`src/inc/pssm_defs.vh`:
```
// Purpose: constants for the servo status monitor
// Assumes: byte addresses on a 32-bit AXI4-Lite bus
// Notes:   all offsets are word aligned
`ifndef PSSM_DEFS_VH
`define PSSM_DEFS_VH
// Register byte offsets
`define PSSM_A_MODE      8'h00
`define PSSM_A_STEP      8'h04
`define PSSM_A_STATUS    8'h08
`define PSSM_A_EVENT     8'h0c
`define PSSM_A_ID_LO     8'h10
`define PSSM_A_ID_HI     8'h14
`define PSSM_A_OFS_LO    8'h18
`define PSSM_A_OFS_HI    8'h1c
// Reset values
`define PSSM_MODE_RST    2'h1
`define PSSM_STEP_RST    3'h0
// Protocol modes
`define PSSM_MODE_OFF    2'h0
`define PSSM_MODE_AUTO   2'h1
`define PSSM_MODE_SLAVE  2'h2
// Servo state codes
`define PSSM_SV_UNLOCKED 2'h0
`define PSSM_SV_SYNC     2'h1
`define PSSM_SV_LOCKED   2'h2
`define PSSM_SV_VOID     2'h3
// Port event codes
`define PSSM_EV_NONE     4'h0
`define PSSM_EV_PWRUP    4'h1
`define PSSM_EV_INIT     4'h2
`define PSSM_EV_DES_ON   4'h3
`define PSSM_EV_DES_OFF  4'h4
`define PSSM_EV_FLT_CLR  4'h5
`define PSSM_EV_FLT_SET  4'h6
`define PSSM_EV_STATE    4'h7
`define PSSM_EV_QUAL     4'h8
`define PSSM_EV_ANNOUNCE 4'h9
`define PSSM_EV_SYNCFLT  4'ha
`define PSSM_EV_CHOSEN   4'hb
`define PSSM_EV_RS_M     4'hc
`define PSSM_EV_RS_GM    4'hd
`define PSSM_EV_RS_S     4'he
`define PSSM_EV_RS_P     4'hf
// Step limit selector and thresholds in microseconds
`define PSSM_STEP_10     3'h0
`define PSSM_STEP_20     3'h1
`define PSSM_STEP_100    3'h2
`define PSSM_STEP_500    3'h3
`define PSSM_STEP_1000   3'h4
`define PSSM_STEP_2000   3'h5
`define PSSM_US_10       64'd10
`define PSSM_US_20       64'd20
`define PSSM_US_100      64'd100
`define PSSM_US_500      64'd500
`define PSSM_US_1000     64'd1000
`define PSSM_US_2000     64'd2000
`define PSSM_NS_PER_US   64'd1000
// EUI-64 filler between MAC halves
`define PSSM_EUI_FILL    16'hfffe
// AXI responses
`define PSSM_RESP_OKAY   2'h0
`define PSSM_RESP_SLVERR 2'h2
`endif

```
`src/hw/pssm_servo_status.v`:
```
// Purpose: servo state, master identity, offset and event log behind AXI4-Lite
// Assumes: all inputs synchronous to aclk; offset is two's complement ns
// Notes:   offset registers latch high word when low word is read
//
// Functional notes
// - Report unlocked while servo is not yet ready to track master.
// - Report synchronizing while unlocked and converging toward the master.
// - Report locked while servo is syntonizing to the master.
// - Report not-applicable when servo state has no meaning.
// - Master identity is MAC upper half, 0xfffe, MAC lower half.
// - Current offset always available as a 64-bit nanosecond value.
// - Measured offset is passed to the servo as correction input.
// - Last-event field holds the newest port state-change event.
// - Last-event codes cover none through recommended-state passive.
// - Offset magnitude beyond step limit unlocks servo, restarts adjustment.
// - Step limit selectable as 10, 20, 100, 500, 1000 or 2000 us.
// - Mode off disables time-protocol operation entirely.
// - In slave port state the clock synchronizes to the master.
//
// Implementation choices: the placing of the registers and the AXI4-Lite interface to the registers.
`include "pssm_defs.vh"
`timescale 1ns/100ps
`default_nettype none
module pssm_servo_status (
  input  wire        aclk,
  input  wire        aresetn,
  input  wire [7:0]  s_axi_awaddr,
  input  wire        s_axi_awvalid,
  output wire        s_axi_awready,
  input  wire [31:0] s_axi_wdata,
  input  wire [3:0]  s_axi_wstrb,
  input  wire        s_axi_wvalid,
  output wire        s_axi_wready,
  output reg  [1:0]  s_axi_bresp,
  output reg         s_axi_bvalid,
  input  wire        s_axi_bready,
  input  wire [7:0]  s_axi_araddr,
  input  wire        s_axi_arvalid,
  output wire        s_axi_arready,
  output reg  [31:0] s_axi_rdata,
  output reg  [1:0]  s_axi_rresp,
  output reg         s_axi_rvalid,
  input  wire        s_axi_rready,
  input  wire        port_is_slave,
  input  wire [47:0] master_mac,
  input  wire [63:0] offset_ns,
  input  wire        offset_valid,
  input  wire [3:0]  port_event,
  input  wire        port_event_valid,
  output wire        ptp_enable,
  output reg  [63:0] servo_offset,
  output reg         servo_offset_valid,
  output reg         servo_restart,
  output reg  [1:0]  servo_lock_state
);

////////////////////////////////////////////////////////////////////////////////
// Servo states, one-hot
localparam [3:0] ST_VOID     = 4'h1;
localparam [3:0] ST_UNLOCKED = 4'h2;
localparam [3:0] ST_SYNC     = 4'h4;
localparam [3:0] ST_LOCKED   = 4'h8;

reg  [1:0]  mode;
reg  [2:0]  servo_step_limit;
reg  [3:0]  last_port_event;
reg  [63:0] best_master_identity;
reg  [63:0] master_offset_nanoseconds;
reg  [31:0] ofs_hi_shadow;
reg  [3:0]  state;
reg  [3:0]  next_state;
reg  [63:0] limit_ns;
wire        active;
wire [63:0] offset_abs;
wire        over_limit;

////////////////////////////////////////////////////////////////////////////////
// Operating qualifier
assign ptp_enable = (mode != `PSSM_MODE_OFF);
assign active     = ptp_enable && port_is_slave;

////////////////////////////////////////////////////////////////////////////////
// Step limit in nanoseconds
always @* begin
  case (servo_step_limit)
    `PSSM_STEP_10:   limit_ns = `PSSM_US_10 * `PSSM_NS_PER_US;
    `PSSM_STEP_20:   limit_ns = `PSSM_US_20 * `PSSM_NS_PER_US;
    `PSSM_STEP_100:  limit_ns = `PSSM_US_100 * `PSSM_NS_PER_US;
    `PSSM_STEP_500:  limit_ns = `PSSM_US_500 * `PSSM_NS_PER_US;
    `PSSM_STEP_1000: limit_ns = `PSSM_US_1000 * `PSSM_NS_PER_US;
    `PSSM_STEP_2000: limit_ns = `PSSM_US_2000 * `PSSM_NS_PER_US;
    default:         limit_ns = `PSSM_US_10 * `PSSM_NS_PER_US;
  endcase
end

// Most negative offset maps to itself, still far above any limit
assign offset_abs = offset_ns[63] ? (~offset_ns + 64'h1) : offset_ns;
assign over_limit = (offset_abs > limit_ns);

////////////////////////////////////////////////////////////////////////////////
// Servo state machine
always @* begin
  next_state = state;
  case (state)
    ST_VOID: begin
      if (active) begin
        next_state = ST_UNLOCKED;
      end
    end
    ST_UNLOCKED: begin
      // First offset sample within the step limit means the servo can start converging
      if (offset_valid) begin
        next_state = over_limit ? ST_UNLOCKED : ST_SYNC;
      end
    end
    ST_SYNC: begin
      if (offset_valid) begin
        next_state = over_limit ? ST_UNLOCKED : ST_LOCKED;
      end
    end
    ST_LOCKED: begin
      if (offset_valid && over_limit) begin
        next_state = ST_UNLOCKED;
      end
    end
    default: begin
      next_state = ST_VOID;
    end
  endcase
  if (!active) begin
    next_state = ST_VOID;
  end
end

always @(posedge aclk) begin
  if (!aresetn) begin
    state <= ST_VOID;
  end else begin
    state <= next_state;
  end
end

always @(posedge aclk) begin
  if (!aresetn) begin
    servo_lock_state <= `PSSM_SV_VOID;
  end else begin
    case (next_state)
      ST_UNLOCKED: servo_lock_state <= `PSSM_SV_UNLOCKED;
      ST_SYNC:     servo_lock_state <= `PSSM_SV_SYNC;
      ST_LOCKED:   servo_lock_state <= `PSSM_SV_LOCKED;
      default:     servo_lock_state <= `PSSM_SV_VOID;
    endcase
  end
end

////////////////////////////////////////////////////////////////////////////////
// Offset path into the servo
always @(posedge aclk) begin
  if (!aresetn) begin
    master_offset_nanoseconds <= 64'h0;
    servo_offset              <= 64'h0;
    servo_offset_valid        <= 1'b0;
    servo_restart             <= 1'b0;
  end else begin
    servo_offset_valid <= 1'b0;
    servo_restart      <= 1'b0;
    if (active && offset_valid) begin
      master_offset_nanoseconds <= offset_ns;
      servo_offset              <= offset_ns;
      servo_offset_valid        <= 1'b1;
      // Restart only from a tracking state, not while already unlocked,
      // nor on the first sample seen while still leaving the void state
      servo_restart <= over_limit && ((state == ST_SYNC) || (state == ST_LOCKED));
    end
  end
end

////////////////////////////////////////////////////////////////////////////////
// Master identity and event log
always @(posedge aclk) begin
  if (!aresetn) begin
    best_master_identity <= 64'h0;
    last_port_event      <= `PSSM_EV_NONE;
  end else begin
    if (ptp_enable) begin
      best_master_identity <= {master_mac[47:24], `PSSM_EUI_FILL, master_mac[23:0]};
    end
    if (ptp_enable && port_event_valid) begin
      last_port_event <= port_event;
    end
  end
end

////////////////////////////////////////////////////////////////////////////////
// AXI4-Lite write channel
reg        aw_held;
reg [7:0]  aw_addr;
reg        w_held;
reg [31:0] w_data;
reg [3:0]  w_strb;
wire       wr_go;

// Pending response blocks the next write, so one write at a time
assign s_axi_awready = !aw_held;
assign s_axi_wready  = !w_held;
assign wr_go         = aw_held && w_held && !s_axi_bvalid;

always @(posedge aclk) begin
  if (!aresetn) begin
    aw_held          <= 1'b0;
    aw_addr          <= 8'h0;
    w_held           <= 1'b0;
    w_data           <= 32'h0;
    w_strb           <= 4'h0;
    s_axi_bvalid     <= 1'b0;
    s_axi_bresp      <= `PSSM_RESP_OKAY;
    mode             <= `PSSM_MODE_RST;
    servo_step_limit <= `PSSM_STEP_RST;
  end else begin
    if (s_axi_awvalid && !aw_held) begin
      aw_held <= 1'b1;
      aw_addr <= s_axi_awaddr;
    end
    if (s_axi_wvalid && !w_held) begin
      w_held <= 1'b1;
      w_data <= s_axi_wdata;
      w_strb <= s_axi_wstrb;
    end
    if (s_axi_bvalid && s_axi_bready) begin
      s_axi_bvalid <= 1'b0;
    end
    if (wr_go) begin
      aw_held      <= 1'b0;
      w_held       <= 1'b0;
      s_axi_bvalid <= 1'b1;
      s_axi_bresp  <= `PSSM_RESP_OKAY;
      case (aw_addr)
        `PSSM_A_MODE: begin
          if (w_strb[0]) begin
            mode <= w_data[1:0];
          end
        end
        `PSSM_A_STEP: begin
          // Codes beyond the six settings are refused, limit unchanged
          if (w_strb[0] && (w_data[2:0] <= `PSSM_STEP_2000)) begin
            servo_step_limit <= w_data[2:0];
          end
        end
        // Status words are read-only; writes are absorbed
        `PSSM_A_STATUS, `PSSM_A_EVENT, `PSSM_A_ID_LO, `PSSM_A_ID_HI,
        `PSSM_A_OFS_LO, `PSSM_A_OFS_HI: begin
          s_axi_bresp <= `PSSM_RESP_OKAY;
        end
        default: begin
          s_axi_bresp <= `PSSM_RESP_SLVERR;
        end
      endcase
    end
  end
end

////////////////////////////////////////////////////////////////////////////////
// AXI4-Lite read channel
// Read data registered; no new address while a response waits
assign s_axi_arready = !s_axi_rvalid;

always @(posedge aclk) begin
  if (!aresetn) begin
    s_axi_rvalid  <= 1'b0;
    s_axi_rdata   <= 32'h0;
    s_axi_rresp   <= `PSSM_RESP_OKAY;
    ofs_hi_shadow <= 32'h0;
  end else begin
    if (s_axi_rvalid && s_axi_rready) begin
      s_axi_rvalid <= 1'b0;
    end
    if (s_axi_arvalid && !s_axi_rvalid) begin
      s_axi_rvalid <= 1'b1;
      s_axi_rresp  <= `PSSM_RESP_OKAY;
      case (s_axi_araddr)
        `PSSM_A_MODE:   s_axi_rdata <= {30'h0, mode};
        `PSSM_A_STEP:   s_axi_rdata <= {29'h0, servo_step_limit};
        `PSSM_A_STATUS: s_axi_rdata <= {28'h0, port_is_slave, ptp_enable, servo_lock_state};
        `PSSM_A_EVENT:  s_axi_rdata <= {28'h0, last_port_event};
        `PSSM_A_ID_LO:  s_axi_rdata <= best_master_identity[31:0];
        `PSSM_A_ID_HI:  s_axi_rdata <= best_master_identity[63:32];
        `PSSM_A_OFS_LO: begin
          // Low word read freezes the high half for a coherent pair
          s_axi_rdata   <= master_offset_nanoseconds[31:0];
          ofs_hi_shadow <= master_offset_nanoseconds[63:32];
        end
        `PSSM_A_OFS_HI: s_axi_rdata <= ofs_hi_shadow;
        default: begin
          s_axi_rdata <= 32'h0;
          s_axi_rresp <= `PSSM_RESP_SLVERR;
        end
      endcase
    end
  end
end

endmodule
`default_nettype wire

```
`config.mk`:
```
export PLATFORM = sky130hd
export DESIGN_NAME = pssm_servo_status
export DESIGN_NICKNAME = d
export VERILOG_FILES = /design/src/hw/pssm_servo_status.v
export VERILOG_INCLUDE_DIRS = /design/src /design/src/inc
export SDC_FILE = /design/constraint.sdc
export NUM_CORES = 1
export LEC_CHECK = 0
export BUFFER_PORTS_ARGS = -buffer_cell sky130_fd_sc_hd__buf_2
export CAP_MARGIN = 20
export CELL_PAD_IN_SITES_DETAIL_PLACEMENT = 1
export CELL_PAD_IN_SITES_GLOBAL_PLACEMENT = 1
export CORE_MARGIN = 3
export CORE_UTILIZATION = 35
export DETAILED_ROUTE_END_ITERATION = 16
export PLACE_DENSITY_LB_ADDON = 0.1
export SYNTH_ARGS = -nofsm -noshare
export SYNTH_HDL_FRONTEND = slang
export SYNTH_SLANG_ARGS = --single-unit
```
`constraint.sdc`:
```
create_clock -name aclk -period 4.9 [get_ports aclk]
set_input_delay 0.98 -clock aclk [delete_from_list [all_inputs] [get_ports aclk]]
set_output_delay 0.98 -clock aclk [all_outputs]
set_load 0.01 [all_outputs]
```
# After elaboration in Yosys (flattened, before gate mapping)
# Index checks and enable logic that the tools add are counted.
# classes
n_lt_le_gt_ge,2
n_addsub,1
eq_ne,26
muxes,18
bitwise,2
n_reduce_logical,30
# ops
cell,n
case mux 32 bit (8 select lines),1
case mux 21 bit (5 select lines),1
adder 64 x 1 -> 64 bit (second input constant),1
== test 8 x 5 -> 1 bit (second input constant),8
greater-than comparator 64 bit,1
2-to-1 mux 64 bit,1
NOT 64 bit,1
== test 8 x 4 -> 1 bit (second input constant),4
2-to-1 mux 4 bit,5
== test 8 x 3 -> 1 bit (second input constant),2
zero test 8 bit,2
case mux 4 bit (4 select lines),1
OR reduction 8 bit,2
logical AND 1 bit,13
== test 4 x 2 -> 1 bit (second input constant),2
== test 4 x 3 -> 1 bit (second input constant),2
== test 4 bit (second input constant),2
== test 3 x 2 -> 1 bit (second input constant),2
== test 3 bit (second input constant),2
case mux 2 bit (3 select lines),1
AND reduction 3 bit,2
nonzero test 2 bit,3
2-to-1 mux 1 bit,5
== test 4 x 1 -> 1 bit (second input constant),1
9 further kinds,14
# word_totals
input_bits,178
output_inout_bits,110
wordCells,99
regBits,228

# Longest topological paths before layout
# Gate-level depths: netlist of run 1.
# depth
depth_word,10
depth_mapped,17
mapped_depth_nobuf,17

# Worst setup path before layout of run 1
# Ideal clock, no wire load.
# synth_timing
path_type,input-to-reg
startpoint,input port offset_ns[63]
endpoint,register servo_lock_state[1]
t_arrival_ns,4.423
slack_ns,0.416
stages,16
n_path_buf,5
path_cell_list,clkbuf_1 clkbuf_1 clkbuf_1 clkbuf_1 clkbuf_1 o31ai_1 xnor2_1 ha_1 a21oi_1 o21ai_0 a221oi_1 o2111ai_1 a211o_1 nor4_2 and3_2 a311o_1
# synth_between
elab_chain_len,10
elab_cells_between_ends,16
cone_classes,1 x add/sub; 1 x order compare; 3 x eq/ne; 9 x mux; 1 x bitwise; 1 x reduce/logical
# synth_lines
item,line_no,source
from (decl),pssm_servo_status.v:46,"input wire [63:0] offset_ns,"
NOT 64 bit,pssm_servo_status.v:97,assign offset_abs = offset_ns[63] ? (~offset_ns + 64'h1) : offset_ns;
adder 64 x 1 -> 64 bit,pssm_servo_status.v:97,
2-to-1 mux 64 bit (*),pssm_servo_status.v:97,
greater-than comparator 64 bit (*),pssm_servo_status.v:98,assign over_limit = (offset_abs > limit_ns);
2-to-1 mux 4 bit (tied with other cells),pssm_servo_status.v:118,next_state = over_limit ? ST_UNLOCKED : ST_LOCKED;
2-to-1 mux 4 bit (on tied branches),"pssm_servo_status.v:117, pssm_servo_status.v:112, pssm_servo_status.v:122",
case mux 4 bit (4 select lines) (*),pssm_servo_status.v:104,case (state)
2-to-1 mux 4 bit (*),pssm_servo_status.v:130,if (!active) begin
== test 4 bit (tied with other cells),pssm_servo_status.v:147,case (next_state)
case mux 2 bit (3 select lines) (*),pssm_servo_status.v:147,
to (signal assigned),pssm_servo_status.v:148,ST_UNLOCKED: servo_lock_state <= `PSSM_SV_UNLOCKED;
to (signal assigned),pssm_servo_status.v:149,ST_SYNC: servo_lock_state <= `PSSM_SV_SYNC;
to (signal assigned),pssm_servo_status.v:150,ST_LOCKED: servo_lock_state <= `PSSM_SV_LOCKED;
to (decl),pssm_servo_status.v:54,output reg [1:0] servo_lock_state
# Mark *: on every way between the ends. The rest lies on a longest branch, timed or not.
# A chain may end at the register's enable or synchronous reset.

# Final worst setup path of run 1
# layout_timing
startpoint,input port offset_ns[0]
endpoint,register servo_lock_state[0]
# The elaborated chain is that of the path after synthesis.

==> results of run 1 <==
==> power by group through the flow <==
stage	clock [mW]	combinational (mW)	sequential, mW
2_1_floorplan	0	0.254	1.87
3_3_place_gp	0	0.474	1.88
3_5_place_dp	0	0.483	1.88
4_1_cts	1.90	0.485	1.84
5_1_grt	1.97	0.533	1.85
6_report	1.86	0.484	1.84
==> metrics by stage <==
stage	setup slack, ns	std cells
6_report	0.558	2076
5_1_grt	0.0862	2076
2_1_floorplan	0.416	1452
4_1_cts	0.550	2076
3_5_place_dp	0.0324	2032
3_3_place_gp	0.117	2032
==> layout by cell type (no fill, tap or decap), types with 22 or more instances in the layout <==
master	synthesis	final
sky130_fd_sc_hd__dfxtp_1	212	212
sky130_fd_sc_hd__nor4_1	29	28
sky130_fd_sc_hd__nor2b_1	58	58
sky130_fd_sc_hd__clkbuf_16	0	25
sky130_fd_sc_hd__nor2_1	56	53
sky130_fd_sc_hd__nor3_1	32	30
sky130_fd_sc_hd__buf_4	2	36
sky130_fd_sc_hd__o21ai_0	27	27
sky130_fd_sc_hd__a21oi_1	87	87
sky130_fd_sc_hd__mux2i_1	22	22
sky130_fd_sc_hd__buf_2	1	252
sky130_fd_sc_hd__a21boi_0	148	148
sky130_fd_sc_hd__nand2_1	357	356
sky130_fd_sc_hd__a22oi_1	49	49
==> critical path: cells and delay by family <==
family          cells  cell delay, ns
compound gates      7            1.65
xor+xnor            1            0.17
fa+ha+maj           1            0.28
buf+inv             2            0.32
simple gates        5            1.39
==> routing by layer <==
layer | global-route usage (%) | wire length [um]
met1 | 36.7 | 21800
met2 | 40.5 | 20400
met3 | 2.76 | 2250
met4 | 6.99 | 1250
met5 | 0 | 0
==> worst paths after layout <==
kind	start	endpoint	slack, ns	cells after the start
worst max-delay path	offset_ns[0]	servo_lock_state[0]$_SDFF_PN1_	0.56	16
worst min-delay path	ofs_hi_shadow[24]$_SDFFE_PN0P_	ofs_hi_shadow[24]$_SDFFE_PN0P_	0.46	2
worst max register to register	servo_step_limit[1]$_SDFFE_PN0P_	servo_lock_state[0]$_SDFF_PN1_	1.06	14
worst min register to register	ofs_hi_shadow[24]$_SDFFE_PN0P_	ofs_hi_shadow[24]$_SDFFE_PN0P_	0.46	2
==> kinds of logic (layout without fill, tap and decap cells) <==
kind of cell             Yosys count  after routing  share of synthesized area, %
flip-flops                       212            212                          37.6
adder cells (fa/ha/maj)           20             20                          2.22
buffers and inverters            132            354                          4.47
other                              1              2                        0.0333
multiplexers                      26             26                          2.45
AO/OA/AOI/OAI                    405            405                          25.1
XOR/XNOR                          21             21                          1.63
AND/OR/NAND/NOR                  634            634                          26.5
==> registers in the layout (all words and copies together) (netlist names), 2 cells and up <==
register                   cells
s_axi_rdata                   32
master_offset_nanoseconds     64
best_master_identity          49
aw_addr                        8
w_data                         3
mode                           2
servo_lock_state               2
state                          4
servo_step_limit               3
ofs_hi_shadow                 32
last_port_event                4
==> layout make-up <==
class	instances	area share [%]
multi-input cells	1108	47.7
flip-flops and latches	212	30.9
repair buffers	288	11.1
clock buffers	36	5.28
well taps	402	3.66
clock inverters	8	0.728
inverters	22	0.600
==> parameters.txt, run 1 <==
Parameter                              Value

Status
  Result of the run ... finished clean

Global route
  Via count of the first global-routing pass ... 11400
  GRT Overall Usage ... 25.5%
  Remaining global-route overflow ... 0
  Initial antenna violation count ... 0
  Maximum number of pins on one net before global-route repair ... 81
  Wire length of the first global-routing pass ... 68200 um

Synthesis
  Unique masters post-synth ... 78
  Syn Area/Cell ... 7.77 um^2
  Area of the mapped netlist ... 0.0113 mm^2
  Total of warnings raised by yosys ... 0
  Most area-hungry cell type in the Yosys netlist ... sky130_fd_sc_hd__dfxtp_1
  Cell with the most instances after synthesis ... sky130_fd_sc_hd__nand2_1
  Commonest register cell after synthesis ... sky130_fd_sc_hd__dfxtp_1
  Number of register bits inferred by synthesis ... 212
  Ranking of synthesized cells by instance count ... sky130_fd_sc_hd__nand2_1 (357), sky130_fd_sc_hd__dfxtp_1 (212), sky130_fd_sc_hd__a21boi_0 (148)
  Share of the synthesized area in the top cell type ... 37.6%
  Cell types occupying the most area after synthesis ... sky130_fd_sc_hd__dfxtp_1 (38%), sky130_fd_sc_hd__nand2_1 (12%), sky130_fd_sc_hd__a21boi_0 (9.9%)
  Gate Count Post-Synth ... 1451
  Count of flip-flops with a built-in enable after synthesis ... 0
  Share of synthesized registers carrying an async set or reset ... 0%
  Proportion of synthesized chip area in sequential cells ... 37.6%

Clock tree
  CTS tree ... yes
  Clock insertion delay at the later pin of the skew report ... 0.51 ns
  Clock buffer depth ... 3
  Number of buffers added by the clock tree synthesis step ... 25
  Total of hold buffers inserted after clock tree synthesis ... 0
  Clock slew at reported path FFs ... 0.06 ns
  Post-CTS repair timing setup buffer count ... 0
  H-tree levels ... 1
  Sinks on the clock net ... 212
  Post-cts gate resize count ... 0
  Master cell of the clock root buffer ... sky130_fd_sc_hd__clkbuf_16

Worst setup path
  Worst setup EP type ... flop
  Setup Crit Path Kind ... in2reg
  Largest incremental delay on the critical path ... 0.58 ns
  Signal arrival time at the worst endpoint ... 4.79 ns
  Ordered list of cells on the worst path ... buf_2 -> or4_1 -> nor2_1 -> nand4_1 -> o31ai_1 -> xnor2_1 -> ha_1 -> a21oi_1 -> o21ai_0 -> a221oi_1 -> o2111ai_1 -> a211o_1 -> nor4_2 -> buf_4 -> and3_2 -> a311o_1
  Slowest library cell on the worst path ... sky130_fd_sc_hd__or4_1
  Max FO, Critical Path ... 5
  Critical Path RT ... 5.35 ns
  Worst Setup Start Kind ... input pin

Final layout
  Post-route core utilization ... 43.5%
  Area growth from synthesis to layout ... 22.0%
  Number of antenna cells inserted ... 0
  Area of the multi-input gates ... 0.00657 mm^2
  Fill cells ... 3915
  Post-route design area ... 0.0138 mm^2
  Sequential cell area in the final layout ... 0.00424 mm^2
  Post-layout net count ... 1855
  Fraction of layout cells with a size suffix above 1 ... 21.3%

Timing
  Final Hold Viols ... 0
  Unrepaired setup endpoints after global routing ... false
  Final number of setup-violating endpoints ... 0
  Period utilisation layout ... 88.6%
  Aggregate negative setup slack ... 0 ns
  Pin slew with the least headroom to its limit ... 0.925 ns
  Clk_skew ... 0.00788 ns
  Maximum clock frequency ... 230 MHz
  Tmin final ... 4.34 ns
  Normalized max-slew margin ... 38.2%
  Worst hold slack across all endpoints ... 0.463 ns
  Max Transition Viols Final ... 0

Floorplanning
  Overall die height ... 185 um
  I/O pin total ... 288
  Core box area ... 0.0316 mm^2
  Initial core utilization ... 35.6%
  Rows ... 65
  Die outline width ... 185 um
  Area enclosed by the die boundary ... 0.0344 mm^2

Routing
  Total number of vias ... 11500
  Remaining antenna violation count ... 0
  Post-detailed-route wirelength per cell ... 22.0 um
  Starting DRT DRC Count ... 849
  Overall routed net length ... 45700 um
  Number of iterations in the first detailed-routing pass ... 5
  Number of remaining DRC errors ... 0
  Post-detailed-route via-to-cell ratio ... 5.56

Place
  DP HPWL ... 34500 um
  Input/output buffers ... 253
  Gpl congestion ... 0.941
  Cell Area, Placed ... 0.0129 mm^2

Pwr
  Portion of total power attributed to sequential cells ... 44.0%
  Clock power frac ... 44.5%
  Peak supply drop ... 0.135 mV
  Sw power ... 1.08 mW
  Switching portion of total power ... 25.8%
  Combinational share of power ... 11.6%
  Leakage power figure ... 5.39 nW
  Power density cells ... 304 mW/mm^2
  Design Power ... 4.19 mW
  Cell-internal power ... 3.11 mW

Flow run
  Maximum Capacitance Violations ... 0

Hold path
  HP Class ... reg2reg
(Power assumes the default switching activity.)
==> run 2: changes to the inputs <==
- RECOVER_POWER: default -> 50
==> parameters.txt, run 2 (synthesis results as in run 1) <==
Parameter                              Value

Worst setup path
  Dominant delay contributor by cell family on the critical path ... compound AO/OA/AOI/OAI gates
  R2R Setup Slk ... 1.07 ns (about the same)
  Reg2reg path depth ... 14 (unchanged)
  Critical path buffer and inverter count ... 2 (unchanged)
  Ordered list of cells on the worst path ... buf_2 -> or4_1 -> nor2_1 -> nand4_1 -> o31ai_1 -> xnor2_1 -> ha_1 -> a21oi_1 -> o21ai_0 -> a221oi_1 -> o2111ai_1 -> a211o_1 -> nor4_2 -> buf_4 -> and3_2 -> a311o_1
  Worst setup EP type ... flop
  Slowest library cell on the worst path ... sky130_fd_sc_hd__or4_1
  Startpoint of the worst register-to-register path ... servo_step_limit[1]$_SDFFE_PN0P_
  Max FO, Critical Path ... 5 (unchanged)
  Critical Path RT ... 5.35 ns (about the same)
  Worst path depth ... 16 (unchanged)
  Largest incremental delay on the critical path ... 0.58 ns (about the same)
  Signal arrival time at the worst endpoint ... 4.80 ns (about the same)
  Setup Crit Path Kind ... in2reg
  Worst Setup Start Kind ... input pin
  R2r endpoint ... servo_lock_state[0]$_SDFF_PN1_

Clock tree
  Clock slew at reported path FFs ... 0.06 ns (about the same)
  Total of hold buffers inserted after clock tree synthesis ... 0 (unchanged)
  H-tree levels ... 1 (unchanged)
  Number of buffers added by the clock tree synthesis step ... 25 (unchanged)
  Clock insertion delay at the later pin of the skew report ... 0.50 ns (about the same)
  Post-CTS repair timing setup buffer count ... 0 (unchanged)
  Sinks on the clock net ... 212 (unchanged)
  Master cell of the clock root buffer ... sky130_fd_sc_hd__clkbuf_16
  Post-cts gate resize count ... 0 (unchanged)
  CTS tree ... yes
  Clock buffer depth ... 3 (unchanged)

Routing
  Number of remaining DRC errors ... 0 (unchanged)
  Post-detailed-route via-to-cell ratio ... 5.55 (-0.24%)
  Total number of vias ... 11500 (-0.24%)
  Starting DRT DRC Count ... 847 (-0.24%)
  Remaining antenna violation count ... 0 (unchanged)
  Number of iterations in the first detailed-routing pass ... 5 (unchanged)
  Post-detailed-route wirelength per cell ... 22.1 um (+0.37%)
  Overall routed net length ... 45900 um (+0.37%)

Timing
  Final Hold Viols ... 0 (unchanged)
  Maximum clock frequency ... 230 MHz (about the same)
  Tmin final ... 4.35 ns (+0.00368 ns)
  Max Transition Viols Final ... 68 (+68)
  Unrepaired setup endpoints after global routing ... false
  Pin slew with the least headroom to its limit ... 2.55 ns (+1.63 ns)
  Worst hold slack across all endpoints ... 0.466 ns (+0.00313 ns)
  Normalized max-slew margin ... -70.2% (-110 points)
  Final number of setup-violating endpoints ... 0 (unchanged)
  Aggregate negative setup slack ... 0 ns (unchanged)
  Period utilisation layout ... 88.7% (about the same)
  Clk_skew ... 0.00717 ns (-0.000718 ns)

Floorplanning
  I/O pin total ... 288 (unchanged)
  Core box area ... 0.0316 mm^2 (unchanged)
  Rows ... 65 (unchanged)
  Die outline width ... 185 um (unchanged)
  Initial core utilization ... 35.6% (unchanged)
  Area enclosed by the die boundary ... 0.0344 mm^2 (unchanged)
  Overall die height ... 185 um (unchanged)

Final layout
  Number of antenna cells inserted ... 0 (unchanged)
  Final standard cell count with taps included and fillers excluded ... 2076 (unchanged)
  Registers with the highest flip-flop counts ... master_offset_nanoseconds (64), best_master_identity (49)
  Post-layout net count ... 1855 (unchanged)
  Most common library cell in the layout ignoring fill and taps ... sky130_fd_sc_hd__nand2_1
  Top library cells by usage in the layout, fill and taps aside ... sky130_fd_sc_hd__nand2_1 (356), sky130_fd_sc_hd__dfxtp_1 (212), sky130_fd_sc_hd__buf_2 (182)
  Fraction of layout cells with a size suffix above 1 ... 17.0% (-4.2 points)
  Largest register FFs ... 64 (unchanged)
  Post-route core utilization ... 43.2% (-0.30 points)
  Area growth from synthesis to layout ... 21.2%
  Biggest register ... master_offset_nanoseconds

Global route
  Wire length of the first global-routing pass ... 68200 um (unchanged)
  Via count of the first global-routing pass ... 11400 (unchanged)
  Maximum number of pins on one net before global-route repair ... 81 (unchanged)
  Remaining global-route overflow ... 0 (unchanged)
  Initial antenna violation count ... 0 (unchanged)
  GRT Overall Usage ... 25.5% (unchanged)

Pwr
  Peak supply drop ... 0.135 mV (about the same)
  Design Power ... 4.18 mW (about the same)
  Power density cells ... 306 mW/mm^2 (+0.70%)
  Leakage power figure ... 5.09 nW (-5.6%)

Place
  Cells after DPL ... 2032 (unchanged)
  DP HPWL ... 34500 um (unchanged)
  Gpl congestion ... 0.941 (unchanged)
  Input/output buffers ... 253 (unchanged)

Hold path
  Endpoint, Worst Hold ... best_master_identity[2]$_SDFFE_PN0N_
  Worst hold start ... best_master_identity[2]$_SDFFE_PN0N_
  HP Class ... reg2reg
  Worst Hold Path Cells ... 2 (unchanged)

Status
  Result of the run ... complete, but fails checks
  Violated checks ... capacitance limit, slew limit

Flow run
  Maximum Capacitance Violations ... 1 (+1)
-- run 2: per-stage QoR --
stage	worst slack [ns]	area, um^2
2_1_floorplan	0.416	11300
3_3_place_gp	0.117	12900
3_5_place_dp	0.0324	12900
4_1_cts	0.550	13800
5_1_grt	0.0862	13700
6_report	0.554	13700
-- run 2: where the power goes --
part	switching (mW)	internal, mW
Sequential	0.0550	1.78
Combinational	0.298	0.186
Clock	0.728	1.13
-- run 2: layout make-up --
| type | count | area (um^2) |
|---|---|---|
| fillers | 3934 | 18000 |
| multi-input cells | 1108 | 6570 |
| flip-flops and latches | 212 | 4240 |
| repair buffers | 288 | 1440 |
| clock buffers | 36 | 727 |
| well taps | 402 | 503 |
| clock inverters | 8 | 100 |
| inverters | 22 | 82.6 |
-- run 2: routing by layer --
layer / wire [um] / GRT usage [%] / vias to the layer above
met3: 2190 / 2.76 / 78
met1: 22000 / 36.7 / 5549
met4: 1380 / 6.99 / 0
met2: 20400 / 40.5 / 359
met5: 0 / 0 / -
li1: - / - / 5533
-- run 2: worst max path at each step --
| stage | startpoint | endpoint | slack, ns |
|---|---|---|---|
| 2_1_floorplan | offset_ns[63] | servo_lock_state[1]$_SDFF_PN1_ | 0.42 |
| 3_3_place_gp | offset_ns[0] | servo_lock_state[1]$_SDFF_PN1_ | 0.12 |
| 3_5_place_dp | offset_ns[0] | servo_lock_state[1]$_SDFF_PN1_ | 0.03 |
| 4_1_cts | offset_ns[0] | servo_lock_state[1]$_SDFF_PN1_ | 0.55 |
| 5_1_grt | offset_ns[0] | servo_lock_state[0]$_SDFF_PN1_ | 0.09 |
| 6_report | offset_ns[0] | servo_lock_state[0]$_SDFF_PN1_ | 0.55 |
-- run 2: worst reg2reg max path, stage by stage, from the launching register on --
cell	delay (ns)
sky130_fd_sc_hd__dfxtp_1	0.43
sky130_fd_sc_hd__clkinv_1	0.28
sky130_fd_sc_hd__ha_1	0.44
sky130_fd_sc_hd__nor3_1	0.29
sky130_fd_sc_hd__o21ai_0	0.21
sky130_fd_sc_hd__ha_1	0.22
sky130_fd_sc_hd__a21oi_1	0.14
sky130_fd_sc_hd__o21ai_0	0.11
sky130_fd_sc_hd__a221oi_1	0.42
sky130_fd_sc_hd__o2111ai_1	0.17
sky130_fd_sc_hd__a211o_1	0.33
sky130_fd_sc_hd__nor4_2	0.16
sky130_fd_sc_hd__buf_4	0.17
sky130_fd_sc_hd__and3_2	0.24
sky130_fd_sc_hd__a311o_1	0.17
==> run 3: changes to the inputs <==
- ABC_AREA: default -> 1
==> parameters.txt, run 3 <==
Parameter                              Value

Status
  Result of the run ... complete, but fails checks
  Violated checks ... capacitance limit, slew limit

Clock tree
  Clock slew at reported path FFs ... 0.06 ns (about the same)
  Post-CTS repair timing setup buffer count ... 0 (unchanged)
  Sinks on the clock net ... 212 (unchanged)
  Master cell of the clock root buffer ... sky130_fd_sc_hd__clkbuf_16
  Clock insertion delay at the later pin of the skew report ... 0.50 ns (about the same)
  Post-cts gate resize count ... 0 (unchanged)
  Clock buffer depth ... 3 (unchanged)
  Total of hold buffers inserted after clock tree synthesis ... 0 (unchanged)
  CTS tree ... yes
  H-tree levels ... 1 (unchanged)
  Number of buffers added by the clock tree synthesis step ... 24 (-4.0%)

Synthesis
  Count of flip-flops with a built-in enable after synthesis ... 0 (unchanged)
  Gate Count Post-Synth ... 1728 (+19%)
  Commonest register cell after synthesis ... sky130_fd_sc_hd__dfxtp_1
  Share of cell area taken by muxes after synthesis ... 0% (-2.5 points)
  XOR/XNOR share of the synthesized area ... 1.55% (-0.085 points)
  Proportion of synthesized chip area in sequential cells ... 37.5% (-0.18 points)
  Cell with the most instances after synthesis ... sky130_fd_sc_hd__nand2_1
  Ranking of synthesized cells by instance count ... sky130_fd_sc_hd__nand2_1 (376), sky130_fd_sc_hd__nor2_1 (267), sky130_fd_sc_hd__dfxtp_1 (212)
  Arithmetic-cell share of the synthesized area counting full adders, half adders and majority gates ... 2.21% (-0.011 points)
  Total of warnings raised by yosys ... 0 (unchanged)
  Post-synthesis compound-gate area fraction ... 19.1% (-5.9 points)
  Number of register bits inferred by synthesis ... 212 (unchanged)
  Most area-hungry cell type in the Yosys netlist ... sky130_fd_sc_hd__dfxtp_1
  Area of the mapped netlist ... 0.0113 mm^2 (+0.48%)
  Unique masters post-synth ... 45 (-42%)
  Cell types occupying the most area after synthesis ... sky130_fd_sc_hd__dfxtp_1 (37%), sky130_fd_sc_hd__nand2_1 (12%), sky130_fd_sc_hd__nor2_1 (8.8%)
  Simple-Gate Fraction of Synth Area ... 31.2% (+4.7 points)
  Main combinational cell family by area after synthesis ... simple AND/OR/NAND/NOR gates
  Share of synthesized registers carrying an async set or reset ... 0% (unchanged)
  Syn Area/Cell ... 6.56 um^2 (-16%)
  Share of the synthesized area in the top cell type ... 37.5% (-0.18 points)

Final layout
  Biggest register ... master_offset_nanoseconds
  Number of antenna cells inserted ... 0 (unchanged)
  Largest register FFs ... 64 (unchanged)
  Final standard cell count with taps included and fillers excluded ... 2359 (+14%)
  Area growth from synthesis to layout ... 20.1%
  Fraction of layout cells with a size suffix above 1 ... 13.5% (-3.5 points)
  Registers with the highest flip-flop counts ... master_offset_nanoseconds (64), best_master_identity (49)
  Top library cells by usage in the layout, fill and taps aside ... sky130_fd_sc_hd__nand2_1 (374), sky130_fd_sc_hd__nor2_1 (266), sky130_fd_sc_hd__dfxtp_1 (212)
  Post-layout net count ... 2138 (+15%)
  Most common library cell in the layout ignoring fill and taps ... sky130_fd_sc_hd__nand2_1

Global route
  Via count of the first global-routing pass ... 12200 (+6.6%)
  Remaining global-route overflow ... 0 (unchanged)
  Wire length of the first global-routing pass ... 68400 um (+0.27%)
  Maximum number of pins on one net before global-route repair ... 129 (+59%)
  GRT Overall Usage ... 25.1% (-0.38 points)
  Initial antenna violation count ... 0 (unchanged)

Timing
  Clk_skew ... 0.0138 ns (+0.00662 ns)
  Max Transition Viols Final ... 144 (+110%)
  Maximum clock frequency ... 272 MHz (+18%)
  Final number of setup-violating endpoints ... 0 (unchanged)
  Period utilisation layout ... 74.9% (-14 points)
  Normalized max-slew margin ... -19.1% (+51 points)
  Aggregate negative setup slack ... 0 ns (unchanged)
  Unrepaired setup endpoints after global routing ... false
  Final WS setup ... 1.23 ns (+0.676 ns)
  Pin slew with the least headroom to its limit ... 1.79 ns (-0.766 ns)
  Tmin final ... 3.67 ns (-0.676 ns)
  Final Hold Viols ... 0 (unchanged)

Floorplanning
  Core box area ... 0.0317 mm^2 (+0.26%)
  Overall die height ... 186 um (+0.23%)
  Area enclosed by the die boundary ... 0.0346 mm^2 (+0.46%)
  Initial core utilization ... 35.7% (+0.078 points)
  Rows ... 65 (unchanged)
  Die outline width ... 186 um (+0.23%)
  I/O pin total ... 288 (unchanged)

Worst setup path
  Dominant delay contributor by cell family on the critical path ... buffers and inverters
  Critical path buffer and inverter count ... 3 (+1)
  Ordered list of cells on the worst path ... clkbuf_1 -> clkbuf_1 -> clkbuf_2 -> o21ai_0 -> a21oi_1
  Max FO, Critical Path ... 103 (+98)
  Worst setup EP type ... flop
  Slowest library cell on the worst path ... sky130_fd_sc_hd__clkbuf_2
  Worst path most repeated cell ... sky130_fd_sc_hd__clkbuf_1
  Largest incremental delay on the critical path ... 1.42 ns (+0.84 ns)
  Signal arrival time at the worst endpoint ... 4.09 ns (-0.71 ns)
  Critical Path RT ... 5.32 ns (-0.03 ns)
  Setup Crit Path Kind ... in2reg
  Worst Setup Start Kind ... input pin

Routing
  Highest Signal Layer ... met4
  Post-detailed-route wirelength per cell ... 19.0 um (-14%)
  Overall routed net length ... 44900 um (-2.1%)
  WL met3 ... 2230 um (+1.7%)
  Number of remaining DRC errors ... 0 (unchanged)
  Post-detailed-route via-to-cell ratio ... 5.21 (-6.1%)
  Met2 layer wire length in the routed design ... 20300 um (-0.25%)
  Starting DRT DRC Count ... 622 (-27%)
  Number of iterations in the first detailed-routing pass ... 5 (unchanged)
  Total number of vias ... 12300 (+6.6%)
  Remaining antenna violation count ... 0 (unchanged)
  Post-Route M1 WL ... 21500 um (-2.2%)

Pwr
  Peak supply drop ... 0.190 mV (+40%)
  Power density cells ... 315 mW/mm^2 (+2.7%)
  Leakage power figure ... 5.75 nW (+13%)

Place
  Cells after DPL ... 2315 (+14%)
  DP HPWL ... 34800 um (+0.99%)
  Pre-CTS setup slack ... 1.09 ns (+1.06 ns)
  Input/output buffers ... 253 (unchanged)
  Gpl congestion ... 0.937 (-0.44%)

Hold path
  HP Class ... reg2reg

Flow run
  Maximum Capacitance Violations ... 2 (+1)
-- run 3: area by class of cell --
cell class              count  area, um^2
repair buffers            268        1260
flip-flops and latches    212        4240
clock buffers              34         709
multi-input cells        1269        6150
inverters                 165         619
clock inverters             9         126
well taps                 402         503
fillers                  4266       18100
-- run 3: tightest hold or removal path: stages, from the launching register on --
cell                      delay [ns]
sky130_fd_sc_hd__dfxtp_1        0.30
sky130_fd_sc_hd__inv_1          0.05
sky130_fd_sc_hd__a21oi_1        0.05
-- run 3: power by group --
group | switching (mW) | internal [mW] | leakage [nW]
logic | 0.365 | 0.177 | 3.60
registers | 0.0504 | 1.79 | 1.74
clock network | 0.732 | 1.17 | 0.411
total | 1.15 | 3.13 | 5.75
-- run 3: per-layer routing --
metal	vias up	global-route usage, %
li1	6090	-
met1	5852	35.8
met2	293	41.7
met3	50	1.86
met4	0	5.33
met5	-	0
-- run 3: final timing paths --
path	from	end	slack, ns	depth (start not counted)
worst max-delay path	aresetn	master_offset_nanoseconds[20]$_SDFFE_PN0P_	1.23	5
worst min-delay path	best_master_identity[0]$_SDFFE_PN0N_	best_master_identity[0]$_SDFFE_PN0N_	0.45	2
worst max register to register	mode[1]$_SDFFE_PN0P_	master_offset_nanoseconds[58]$_SDFFE_PN0P_	1.76	10
worst min register to register	best_master_identity[0]$_SDFFE_PN0N_	best_master_identity[0]$_SDFFE_PN0N_	0.45	2
-- run 3: kinds of logic after synthesis --
| kind of cell | after synthesis |
|---|---|
| AO/OA/AOI/OAI | 397 |
| XOR/XNOR | 20 |
| adder cells (fa/ha/maj) | 20 |
| buffers and inverters | 248 |
| flip-flops | 212 |
| other | 1 |
| AND/OR/NAND/NOR | 830 |
-- run 3: through the flow --
step           hold WS (ns)  util (%)  cell area, um^2  power, mW
3_5_place_dp          0.443      40.6            12900       2.42
6_report              0.450      42.9            13600       4.28
3_3_place_gp          0.438      40.6            12900       2.41
4_1_cts               0.452      43.3            13700       4.32
5_1_grt               0.471      42.9            13600       4.46
2_1_floorplan         0.425         -            11300       2.17
